**config.mk**
```make
export PLATFORM = sky130hd
export DESIGN_NAME = sfsrc_top
export DESIGN_NICKNAME = d
export VERILOG_FILES = /design/src/core/sfsrc_pkg.sv /design/src/core/sfsrc_top.sv /design/src/core/sfsrc_cause.sv
export SDC_FILE = /design/constraint.sdc
export NUM_CORES = 1
export LEC_CHECK = 0
export BUFFER_PORTS_ARGS = -buffer_cell sky130_fd_sc_hd__buf_2
export CAP_MARGIN = 20
export CORE_UTILIZATION = 36
export CTS_CLUSTER_DIAMETER = 50
export DETAILED_ROUTE_END_ITERATION = 7
export GPL_ROUTABILITY_DRIVEN = 1
export HOLD_SLACK_MARGIN = 0.12
export MAX_ROUTING_LAYER = met4
export PLACE_DENSITY = 0.66
export SYNTH_ARGS = -nofsm -noshare
export SYNTH_HDL_FRONTEND = slang
export SYNTH_SLANG_ARGS = --single-unit
```
**constraint.sdc**
```tcl
create_clock -name clk -period 6.25 [get_ports clk]
set_input_delay 1.25 -clock clk [delete_from_list [all_inputs] [get_ports clk]]
set_output_delay 1.25 -clock clk [all_outputs]
set_load 0.05 [all_outputs]
```
**src/core/sfsrc_pkg.sv**
```systemverilog
package sfsrc_pkg;
  // byte addresses on the register bus
  localparam logic [11:0] SFSRC_STAT_OFF = 12'h058;
  localparam logic [11:0] SFSRC_CAUSE_OFF = 12'h05C;
  localparam logic [11:0] SFSRC_CTRL_OFF = 12'h064;
  // masked status bit positions
  localparam int SFSRC_BROWN_MIS_BIT = 1;
  localparam int SFSRC_REG_MIS_BIT = 2;
  localparam int SFSRC_MOF_MIS_BIT = 3;
  localparam int SFSRC_IOF_MIS_BIT = 4;
  // control register bit positions
  localparam int SFSRC_BROWN_MASK_BIT = 0;
  localparam int SFSRC_BROWN_SEL_BIT = 1;
  // reset cause bit positions
  localparam int SFSRC_CAUSE_W = 6;
  localparam int SFSRC_EXT_BIT = 0;
  localparam int SFSRC_POR_BIT = 1;
  localparam int SFSRC_BROWN_BIT = 2;
  localparam int SFSRC_DOG_BIT = 3;
  localparam int SFSRC_SOFT_BIT = 4;
  localparam int SFSRC_REG_BIT = 5;
  // reset values and response codes
  localparam logic [4:0] SFSRC_MIS_RST = 5'h00;
  localparam logic [1:0] SFSRC_CTRL_RST = 2'h0;
  localparam logic [1:0] SFSRC_RESP_OKAY = 2'h0;
  localparam logic [1:0] SFSRC_RESP_SLVERR = 2'h2;
endpackage : sfsrc_pkg

```
**src/core/sfsrc_top.sv**
```systemverilog
// The AXI4-Lite interface to the registers was decided locally.
`timescale 1ns/100ps
// Notes on behaviour
// - regulator unregulated sets masked status bit 2
// - writing one clears regulator status; zero leaves it
// - brown-out detection sets masked status bit 1
// - brown-out interrupt only when mask set and reset-select clear
// - writing one clears brown-out status
// - reset-cause register shows source(s) of every reset since the last power-on, external reset or write
// - external reset sets its bit and clears all others
// - other resets except power-on keep old cause bits and add the new one; power-on leaves only bit 1
// - reset-cause register decoded at offset 0x05C
// - regulator-loss reset sets cause bit 5
module sfsrc_top
(
  // clock and resets
  input wire logic clk,
  input wire logic rst,
  input wire logic por_rst,
  // fault events, levels or pulses
  input wire logic regulator_unregulated,
  input wire logic brownout_detect,
  input wire logic main_osc_fault,
  input wire logic internal_osc_fault,
  // reset causes, one-cycle pulses
  input wire logic ext_reset_evt,
  input wire logic brownout_reset_evt,
  input wire logic watchdog_reset_evt,
  input wire logic software_reset_evt,
  input wire logic regulator_loss_reset_evt,
  // axi4-lite write
  input wire logic [11:0] s_axi_awaddr,
  input wire logic s_axi_awvalid,
  output logic s_axi_awready,
  input wire logic [31:0] s_axi_wdata,
  input wire logic [3:0] s_axi_wstrb,
  input wire logic s_axi_wvalid,
  output logic s_axi_wready,
  output logic [1:0] s_axi_bresp,
  output logic s_axi_bvalid,
  input wire logic s_axi_bready,
  // axi4-lite read
  input wire logic [11:0] s_axi_araddr,
  input wire logic s_axi_arvalid,
  output logic s_axi_arready,
  output logic [31:0] s_axi_rdata,
  output logic [1:0] s_axi_rresp,
  output logic s_axi_rvalid,
  input wire logic s_axi_rready,
  // brown-out interrupt level
  output logic brownout_irq
);
  logic [4:0] mis_r, mis_nxt;
  logic [1:0] ctrl_r, ctrl_nxt;
  logic [11:0] awaddr_r, awaddr_nxt;
  logic [31:0] wdata_r, wdata_nxt;
  logic [3:0] wstrb_r, wstrb_nxt;
  logic aw_have_r, aw_have_nxt, w_have_r, w_have_nxt;
  logic bvalid_r, bvalid_nxt, rvalid_r, rvalid_nxt;
  logic [1:0] bresp_r, bresp_nxt, rresp_r, rresp_nxt;
  logic [31:0] rdata_r, rdata_nxt;
  logic [5:0] cause_r;
  logic [5:0] cause_evt;
  logic wr_go, rd_go, cause_wr;
  logic [4:0] fault_set, w1c;

  function automatic logic mapped(input logic [11:0] a);
    return a == sfsrc_pkg::SFSRC_STAT_OFF || a == sfsrc_pkg::SFSRC_CAUSE_OFF || a == sfsrc_pkg::SFSRC_CTRL_OFF;
  endfunction : mapped

  assign s_axi_awready = !aw_have_r && !bvalid_r;
  assign s_axi_wready = !w_have_r && !bvalid_r;
  assign s_axi_arready = !rvalid_r;
  assign s_axi_bvalid = bvalid_r;
  assign s_axi_bresp = bresp_r;
  assign s_axi_rvalid = rvalid_r;
  assign s_axi_rresp = rresp_r;
  assign s_axi_rdata = rdata_r;
  assign wr_go = aw_have_r && w_have_r;
  assign rd_go = s_axi_arvalid && s_axi_arready;
  assign cause_wr = wr_go && awaddr_r == sfsrc_pkg::SFSRC_CAUSE_OFF && wstrb_r[0];
  assign brownout_irq = mis_r[sfsrc_pkg::SFSRC_BROWN_MIS_BIT]
                        && ctrl_r[sfsrc_pkg::SFSRC_BROWN_MASK_BIT] && !ctrl_r[sfsrc_pkg::SFSRC_BROWN_SEL_BIT];
  assign cause_evt = {regulator_loss_reset_evt, software_reset_evt, watchdog_reset_evt,
                      brownout_reset_evt, 1'b0, ext_reset_evt};

  always_comb
  begin
    fault_set = 5'h00;
    fault_set[sfsrc_pkg::SFSRC_REG_MIS_BIT] = regulator_unregulated;
    fault_set[sfsrc_pkg::SFSRC_BROWN_MIS_BIT] = brownout_detect;
    fault_set[sfsrc_pkg::SFSRC_MOF_MIS_BIT] = main_osc_fault;
    fault_set[sfsrc_pkg::SFSRC_IOF_MIS_BIT] = internal_osc_fault;
    w1c = 5'h00;
    if (wr_go && awaddr_r == sfsrc_pkg::SFSRC_STAT_OFF && wstrb_r[0])
    begin
      w1c = wdata_r[4:0] & 5'h1E;
    end
  end

  always_comb
  begin
    mis_nxt = (mis_r & ~w1c) | fault_set;
    ctrl_nxt = ctrl_r;
    if (wr_go && awaddr_r == sfsrc_pkg::SFSRC_CTRL_OFF && wstrb_r[0])
    begin
      ctrl_nxt = wdata_r[1:0];
    end
    awaddr_nxt = awaddr_r;
    wdata_nxt = wdata_r;
    wstrb_nxt = wstrb_r;
    aw_have_nxt = aw_have_r;
    w_have_nxt = w_have_r;
    bvalid_nxt = bvalid_r;
    bresp_nxt = bresp_r;
    if (s_axi_awvalid && s_axi_awready)
    begin
      awaddr_nxt = {s_axi_awaddr[11:2], 2'h0};
      aw_have_nxt = 1'b1;
    end
    if (s_axi_wvalid && s_axi_wready)
    begin
      wdata_nxt = s_axi_wdata;
      wstrb_nxt = s_axi_wstrb;
      w_have_nxt = 1'b1;
    end
    if (wr_go)
    begin
      aw_have_nxt = 1'b0;
      w_have_nxt = 1'b0;
      bvalid_nxt = 1'b1;
      bresp_nxt = mapped(awaddr_r) ? sfsrc_pkg::SFSRC_RESP_OKAY : sfsrc_pkg::SFSRC_RESP_SLVERR;
    end
    else if (bvalid_r && s_axi_bready)
    begin
      bvalid_nxt = 1'b0;
    end
    rvalid_nxt = rvalid_r;
    rresp_nxt = rresp_r;
    rdata_nxt = rdata_r;
    if (rd_go)
    begin
      rvalid_nxt = 1'b1;
      rresp_nxt = mapped({s_axi_araddr[11:2], 2'h0}) ? sfsrc_pkg::SFSRC_RESP_OKAY : sfsrc_pkg::SFSRC_RESP_SLVERR;
      case ({s_axi_araddr[11:2], 2'h0})
        sfsrc_pkg::SFSRC_STAT_OFF: rdata_nxt = {27'h0, mis_r};
        sfsrc_pkg::SFSRC_CAUSE_OFF: rdata_nxt = {26'h0, cause_r};
        sfsrc_pkg::SFSRC_CTRL_OFF: rdata_nxt = {30'h0, ctrl_r};
        default: rdata_nxt = 32'h0;
      endcase
    end
    else if (rvalid_r && s_axi_rready)
    begin
      rvalid_nxt = 1'b0;
    end
  end

  always_ff @(posedge clk)
  begin
    if (rst)
    begin
      mis_r <= sfsrc_pkg::SFSRC_MIS_RST;
      ctrl_r <= sfsrc_pkg::SFSRC_CTRL_RST;
      awaddr_r <= 12'h000;
      wdata_r <= 32'h0;
      wstrb_r <= 4'h0;
      aw_have_r <= 1'b0;
      w_have_r <= 1'b0;
      bvalid_r <= 1'b0;
      bresp_r <= 2'h0;
      rvalid_r <= 1'b0;
      rresp_r <= 2'h0;
      rdata_r <= 32'h0;
    end
    else
    begin
      mis_r <= mis_nxt;
      ctrl_r <= ctrl_nxt;
      awaddr_r <= awaddr_nxt;
      wdata_r <= wdata_nxt;
      wstrb_r <= wstrb_nxt;
      aw_have_r <= aw_have_nxt;
      w_have_r <= w_have_nxt;
      bvalid_r <= bvalid_nxt;
      bresp_r <= bresp_nxt;
      rvalid_r <= rvalid_nxt;
      rresp_r <= rresp_nxt;
      rdata_r <= rdata_nxt;
    end
  end

  sfsrc_cause u_cause
  (
    .clk(clk),
    .por_rst(por_rst),
    .cause_evt(cause_evt),
    .wr_en(cause_wr),
    .wr_data(wdata_r[5:0]),
    .cause_r(cause_r)
  );

  property p_reg_set;
    @(posedge clk) disable iff (rst) regulator_unregulated |=> mis_r[2];
  endproperty
  a_reg_set: assert property (p_reg_set) else $error("regulator status not set");

  property p_reg_clr;
    @(posedge clk) disable iff (rst) (w1c[2] && !regulator_unregulated) |=> !mis_r[2];
  endproperty
  a_reg_clr: assert property (p_reg_clr) else $error("regulator status not cleared");

  property p_brown_set;
    @(posedge clk) disable iff (rst) brownout_detect |=> mis_r[1];
  endproperty
  a_brown_set: assert property (p_brown_set) else $error("brown-out status not set");

  // tied to the detect input, not to the status flop, so a broken gate shows
  property p_irq;
    @(posedge clk) disable iff (rst)
      ($past(brownout_detect) && !$past(rst) && ctrl_r[0] && !ctrl_r[1]) |-> brownout_irq;
  endproperty
  a_irq: assert property (p_irq) else $error("brown-out interrupt missing");

  property p_brown_clr;
    @(posedge clk) disable iff (rst) (w1c[1] && !brownout_detect) |=> !mis_r[1];
  endproperty
  a_brown_clr: assert property (p_brown_clr) else $error("brown-out status not cleared");

  property p_osc;
    @(posedge clk) disable iff (rst) (main_osc_fault || internal_osc_fault)
      |=> (mis_r[3] || !$past(main_osc_fault)) && (mis_r[4] || !$past(internal_osc_fault));
  endproperty
  a_osc: assert property (p_osc) else $error("oscillator status not set");

  property p_hold;
    @(posedge clk) disable iff (rst) (mis_r[2] && !w1c[2]) |=> mis_r[2];
  endproperty
  a_hold: assert property (p_hold) else $error("regulator status dropped without write");

  property p_regloss_cause;
    @(posedge clk) disable iff (por_rst) (regulator_loss_reset_evt && !ext_reset_evt) |=> cause_r[5];
  endproperty
  a_regloss_cause: assert property (p_regloss_cause) else $error("regulator-loss cause not recorded");

  property p_cause_read;
    @(posedge clk) disable iff (rst) (rd_go && s_axi_araddr == sfsrc_pkg::SFSRC_CAUSE_OFF)
      |=> s_axi_rvalid && s_axi_rdata[31:6] == 26'h0;
  endproperty
  a_cause_read: assert property (p_cause_read) else $error("cause read malformed");
endmodule : sfsrc_top

```
**src/core/sfsrc_cause.sv**
```systemverilog
`timescale 1ns/100ps
// reset-cause record; lives in the por_rst domain, so power-on and external reset are the only causes it records that clear it
module sfsrc_cause
(
  // clock and record reset
  input wire logic clk,
  input wire logic por_rst,
  // reset events, one-cycle pulses
  input wire logic [5:0] cause_evt,
  // software write
  input wire logic wr_en,
  input wire logic [5:0] wr_data,
  // record
  output logic [5:0] cause_r
);
  logic [5:0] cause_nxt;

  always_comb
  begin
    cause_nxt = cause_r;
    if (wr_en)
    begin
      cause_nxt = wr_data;
    end
    if (cause_evt[sfsrc_pkg::SFSRC_EXT_BIT])
    begin
      cause_nxt = 6'h01;
    end
    else if (|cause_evt)
    begin
      cause_nxt = cause_nxt | cause_evt;
    end
  end

  // power-on clears the record then notes itself
  always_ff @(posedge clk)
  begin
    if (por_rst)
    begin
      cause_r <= 6'h02;
    end
    else
    begin
      cause_r <= cause_nxt;
    end
  end

  property p_ext_only;
    @(posedge clk) disable iff (por_rst) cause_evt[0] |=> cause_r == 6'h01;
  endproperty
  a_ext_only: assert property (p_ext_only) else $error("external reset left other causes");

  property p_sticky;
    @(posedge clk) disable iff (por_rst) (!cause_evt[0] && |cause_evt && !wr_en)
      |=> ((cause_r & $past(cause_r)) == $past(cause_r)) && ((cause_r & $past(cause_evt)) == $past(cause_evt));
  endproperty
  a_sticky: assert property (p_sticky) else $error("cause bits lost or not added");
endmodule : sfsrc_cause

```
==> results.txt <==
The flow ran to the end, and the final reports show no timing, DRC or antenna violations. Sequential cells burn 51.0% of the power. The first global-routing pass estimated 5770 um of wire. The end-of-flow core utilization came out at 43.7%. The tree built by TritonCTS fans out to 41 sinks.

Clock-pin slew was measured on the worst setup and hold paths at 0.07 ns. The combinational fraction of design power is 19.1%. The clock skew came out at 0.00351 ns. The number of top-level pins came out at 119.

The buffer count from post-CTS setup fixing is 0. The count of distinct cell types in the synthesized netlist is 33. The net count of the finished layout is 355. The sum of negative setup slack is 0 ns. The number of rows created at floorplan came out at 26. The residual DRC count is 0. The share of the yosys chip area belonging to registers came out at 42.9%. The register bit total from synthesis came out at 41. The largest driver fanout on the critical path came out at 2. The growth of design area from synthesis to finish came out at 16.5%. Clock tree synthesis selected as its root buffer the cell clkbuf_8. The maximum number of pins on one net before global-route repair is 37. The critical path arrival came out at 2.90 ns.

The peak clock frequency supported by timing came out at 370 MHz. The post-synthesis instance area came out at 1910 sq um. The height of the chip is 74.9 um.

The primary flip-flop cell chosen by synthesis mapping is dfxtp_1. The max-slew headroom at the worst pin is 56.3%. The placer's final routability congestion estimate is 0.714. Counting along the longest clock path gives a buffer depth of 2. In the synthesized netlist the async set-or-reset flop fraction comes to 0%. The half-perimeter wire length after placement is 2830 um. The average cell area after synthesis came out at 8.55 sq um. In the final routed layout, each cell accounts on average for 10.4 um. TritonCTS built the clock tree. The critical path is of the in -> reg type. The capturing instance or port of the critical path is s_axi_rdata[0].

The element type at the critical path start is a primary input. Wires add up to 3630 um. The overall global routing resource usage came out at 14.5%. By area the synthesized netlist is led by dfxtp_1 (43%), buf_4 (11%), nand2_1 (7.3%), a21oi_1 (6.5%), mux2_2 (4.1%).

The share of total power consumed by net switching is 30.1%. The placement-stage cell area came out at 2140 sq um. The clock network power share is 29.9%. Across all register-to-register paths, the minimum setup slack is 4.42 ns. The repair_antennas step left the layout with diodes totalling 0. In the layout the commonest cells are buf_2 (57), dfxtp_1 (41), nand2_1 (37).

The commonest non-fill, non-tap cell in the layout is buf_2. The leftover overflow at the end of global routing is 0. The switching power summed over all nets is 0.000169 W.

The routed layout has 1,552 vias. Power spread over the standard cell area amounts to 251 nW/um^2. The worst hold path belongs to the class reg -> reg.

The Yosys step of the flow raised 0 warnings. The max capacitance violation total is 0. The finished cells cover 2230 sq um. The level count of the clock H-tree came out at 2. The worst register-to-register path begins at awaddr_r[9]. The worst path in the final design needs a cycle of 2.70 ns, including I/O delays and setup. Yosys mapped a number of flops with a built-in enable equal to 0. The category of the worst setup path capture point is a flip-flop. The end of the worst register-to-register path is u_cause.cause_r[4]. The number of hold-slack violations in the final timing report came out at 0. The number of pins exceeding their max-slew limit in the final report is 0.

The biggest area contributor in the post-synthesis netlist is dfxtp_1. The highest ir drop seen on vdd came out at 0.138 mV. The total area inside the core boundary comes to 5110 sq um. The detailed-routing iteration count for the pre-antenna-repair pass came out at 4. The final worst-path cycle share is 43.3%.

The later pin in the worst-skew pair is clocked with a latency of 0.28 ns. In this run, placement finished with an instance count of 341. The initial cell density of the core is 37.5%. For the worst setup path, the data required time is 6.44 ns. In the final layout, the share of cells above drive strength 1 is 26.3%. The overall die area is 5610 sq um.

At the pin with the least slew margin, the transition time is 0.656 ns. The final cell count without fillers is 348. The total chip power is 0.000559 W. The via count of the first global-routing pass came out at 1,319. In this run, the number of DRC markers left after iteration 0 of detailed routing was 64. The synthesized netlist cell count came out at 224. Buffers inserted to repair hold after CTS numbered 0. The number of cells upsized or downsized after cts came out at 0. The count of final setup violators came out at 0. The width of the die came out at 74.9 um. The leakage power total is 1.05 nW. Setup repair after global routing left no endpoint under its margin.

The number of antenna violations at the first check in global routing came out at 0. In this run the worst setup path begins at s_axi_araddr[9]. The internal cell power came out at 0.000391 W. The post-route antenna net violation count came out at 0. Buffers placed on the I/O ports in this run total 57. The top-area cell type share of the netlist area came out at 42.9%. The depth of the worst register-to-register path came out at 4. The via density per instance is 4.46.

The number of CTS-inserted buffers is 5.
==> Yosys cell counts (all sizes together), types with 3 or more instances <==
cell,n
o21a,4
and3b,3
mux2,7
mux2i,4
nor2,17
clkbuf,9
a21oi,25
inv,9
and2,4
nand3,3
a22oi,4
nand2b,4
a311oi,4
nor3b,3
nand4,3
dfxtp,41
buf,28
nand2,37
==> layout make-up <==
class	instances	area, sq um
Clock buffer	7	86.3
Inverter	9	33.8
Tap cell	70	87.6
Fill cell	547	2880
Timing Repair Buffer	57	285
Sequential cell	41	821
Multi-Input combinational cell	164	917
==> sequential cells by signal, indices dropped and copies added (netlist names), 2 cells and up <==
| name | cells |
|---|---|
| s_axi_rdata | 6 |
| u_cause.cause_r | 6 |
| wdata_r | 6 |
| awaddr_r | 10 |
| mis_r | 4 |
| ctrl_r | 2 |
==> how the worst min path moves through the flow <==
stage	to	from	cells after the start
after global routing	s_axi_rdata[1]	s_axi_rdata[1]	2
after CTS	awaddr_r[6]	awaddr_r[6]	2
final	awaddr_r[6]	awaddr_r[6]	2
after global placement	awaddr_r[6]	awaddr_r[6]	2
after detailed placement	awaddr_r[6]	awaddr_r[6]	2
after floorplan	awaddr_r[6]	awaddr_r[6]	2
==> power by group through the flow <==
stage / combinational (W) / sequential (W) / clock, W
CTS: 0.000107 / 0.000285 / 0.000175
global route: 0.000117 / 0.000287 / 0.000185
floorplan: 0.0000928 / 0.000294 / 0
detailed placement: 0.000107 / 0.000291 / 0
global placement: 0.000106 / 0.000291 / 0
finish: 0.000107 / 0.000285 / 0.000167
==> routing by layer <==
metal / vias up / track usage [%] / part of all wire (%)
met4: 0 / 6.92 / 1.2
met1: 681 / 18.2 / 49
met2: 59 / 21.6 / 44
li1: 810 / - / -
met5: - / - / 0
met3: 2 / 3.75 / 5.3
==> cell families after synthesis <==
| group | count (synthesis) | share of synthesized area (%) |
|---|---|---|
| buffers and inverters | 46 | 14.5 |
| flip-flops | 41 | 42.9 |
| other | 1 | 0.196 |
| AO/OA/AOI/OAI | 42 | 14.3 |
| AND/OR/NAND/NOR | 83 | 21.9 |
| multiplexers | 11 | 6.21 |
==> stage by stage <==
stage | hold WS [ns] | setup WS, ns
2_1_floorplan | 0.431 | 3.42
3_3_place_gp | 0.440 | 3.25
3_5_place_dp | 0.445 | 3.24
4_1_cts | 0.455 | 3.55
5_1_grt | 0.470 | 3.51
6_report | 0.452 | 3.55
==> critical path, stage by stage <==
cell	delay [ns]
buf_2	0.09
or4b_1	0.52
or4_1	0.51
or2_1	0.27
o41ai_2	0.25
(Power assumes the default switching activity.)
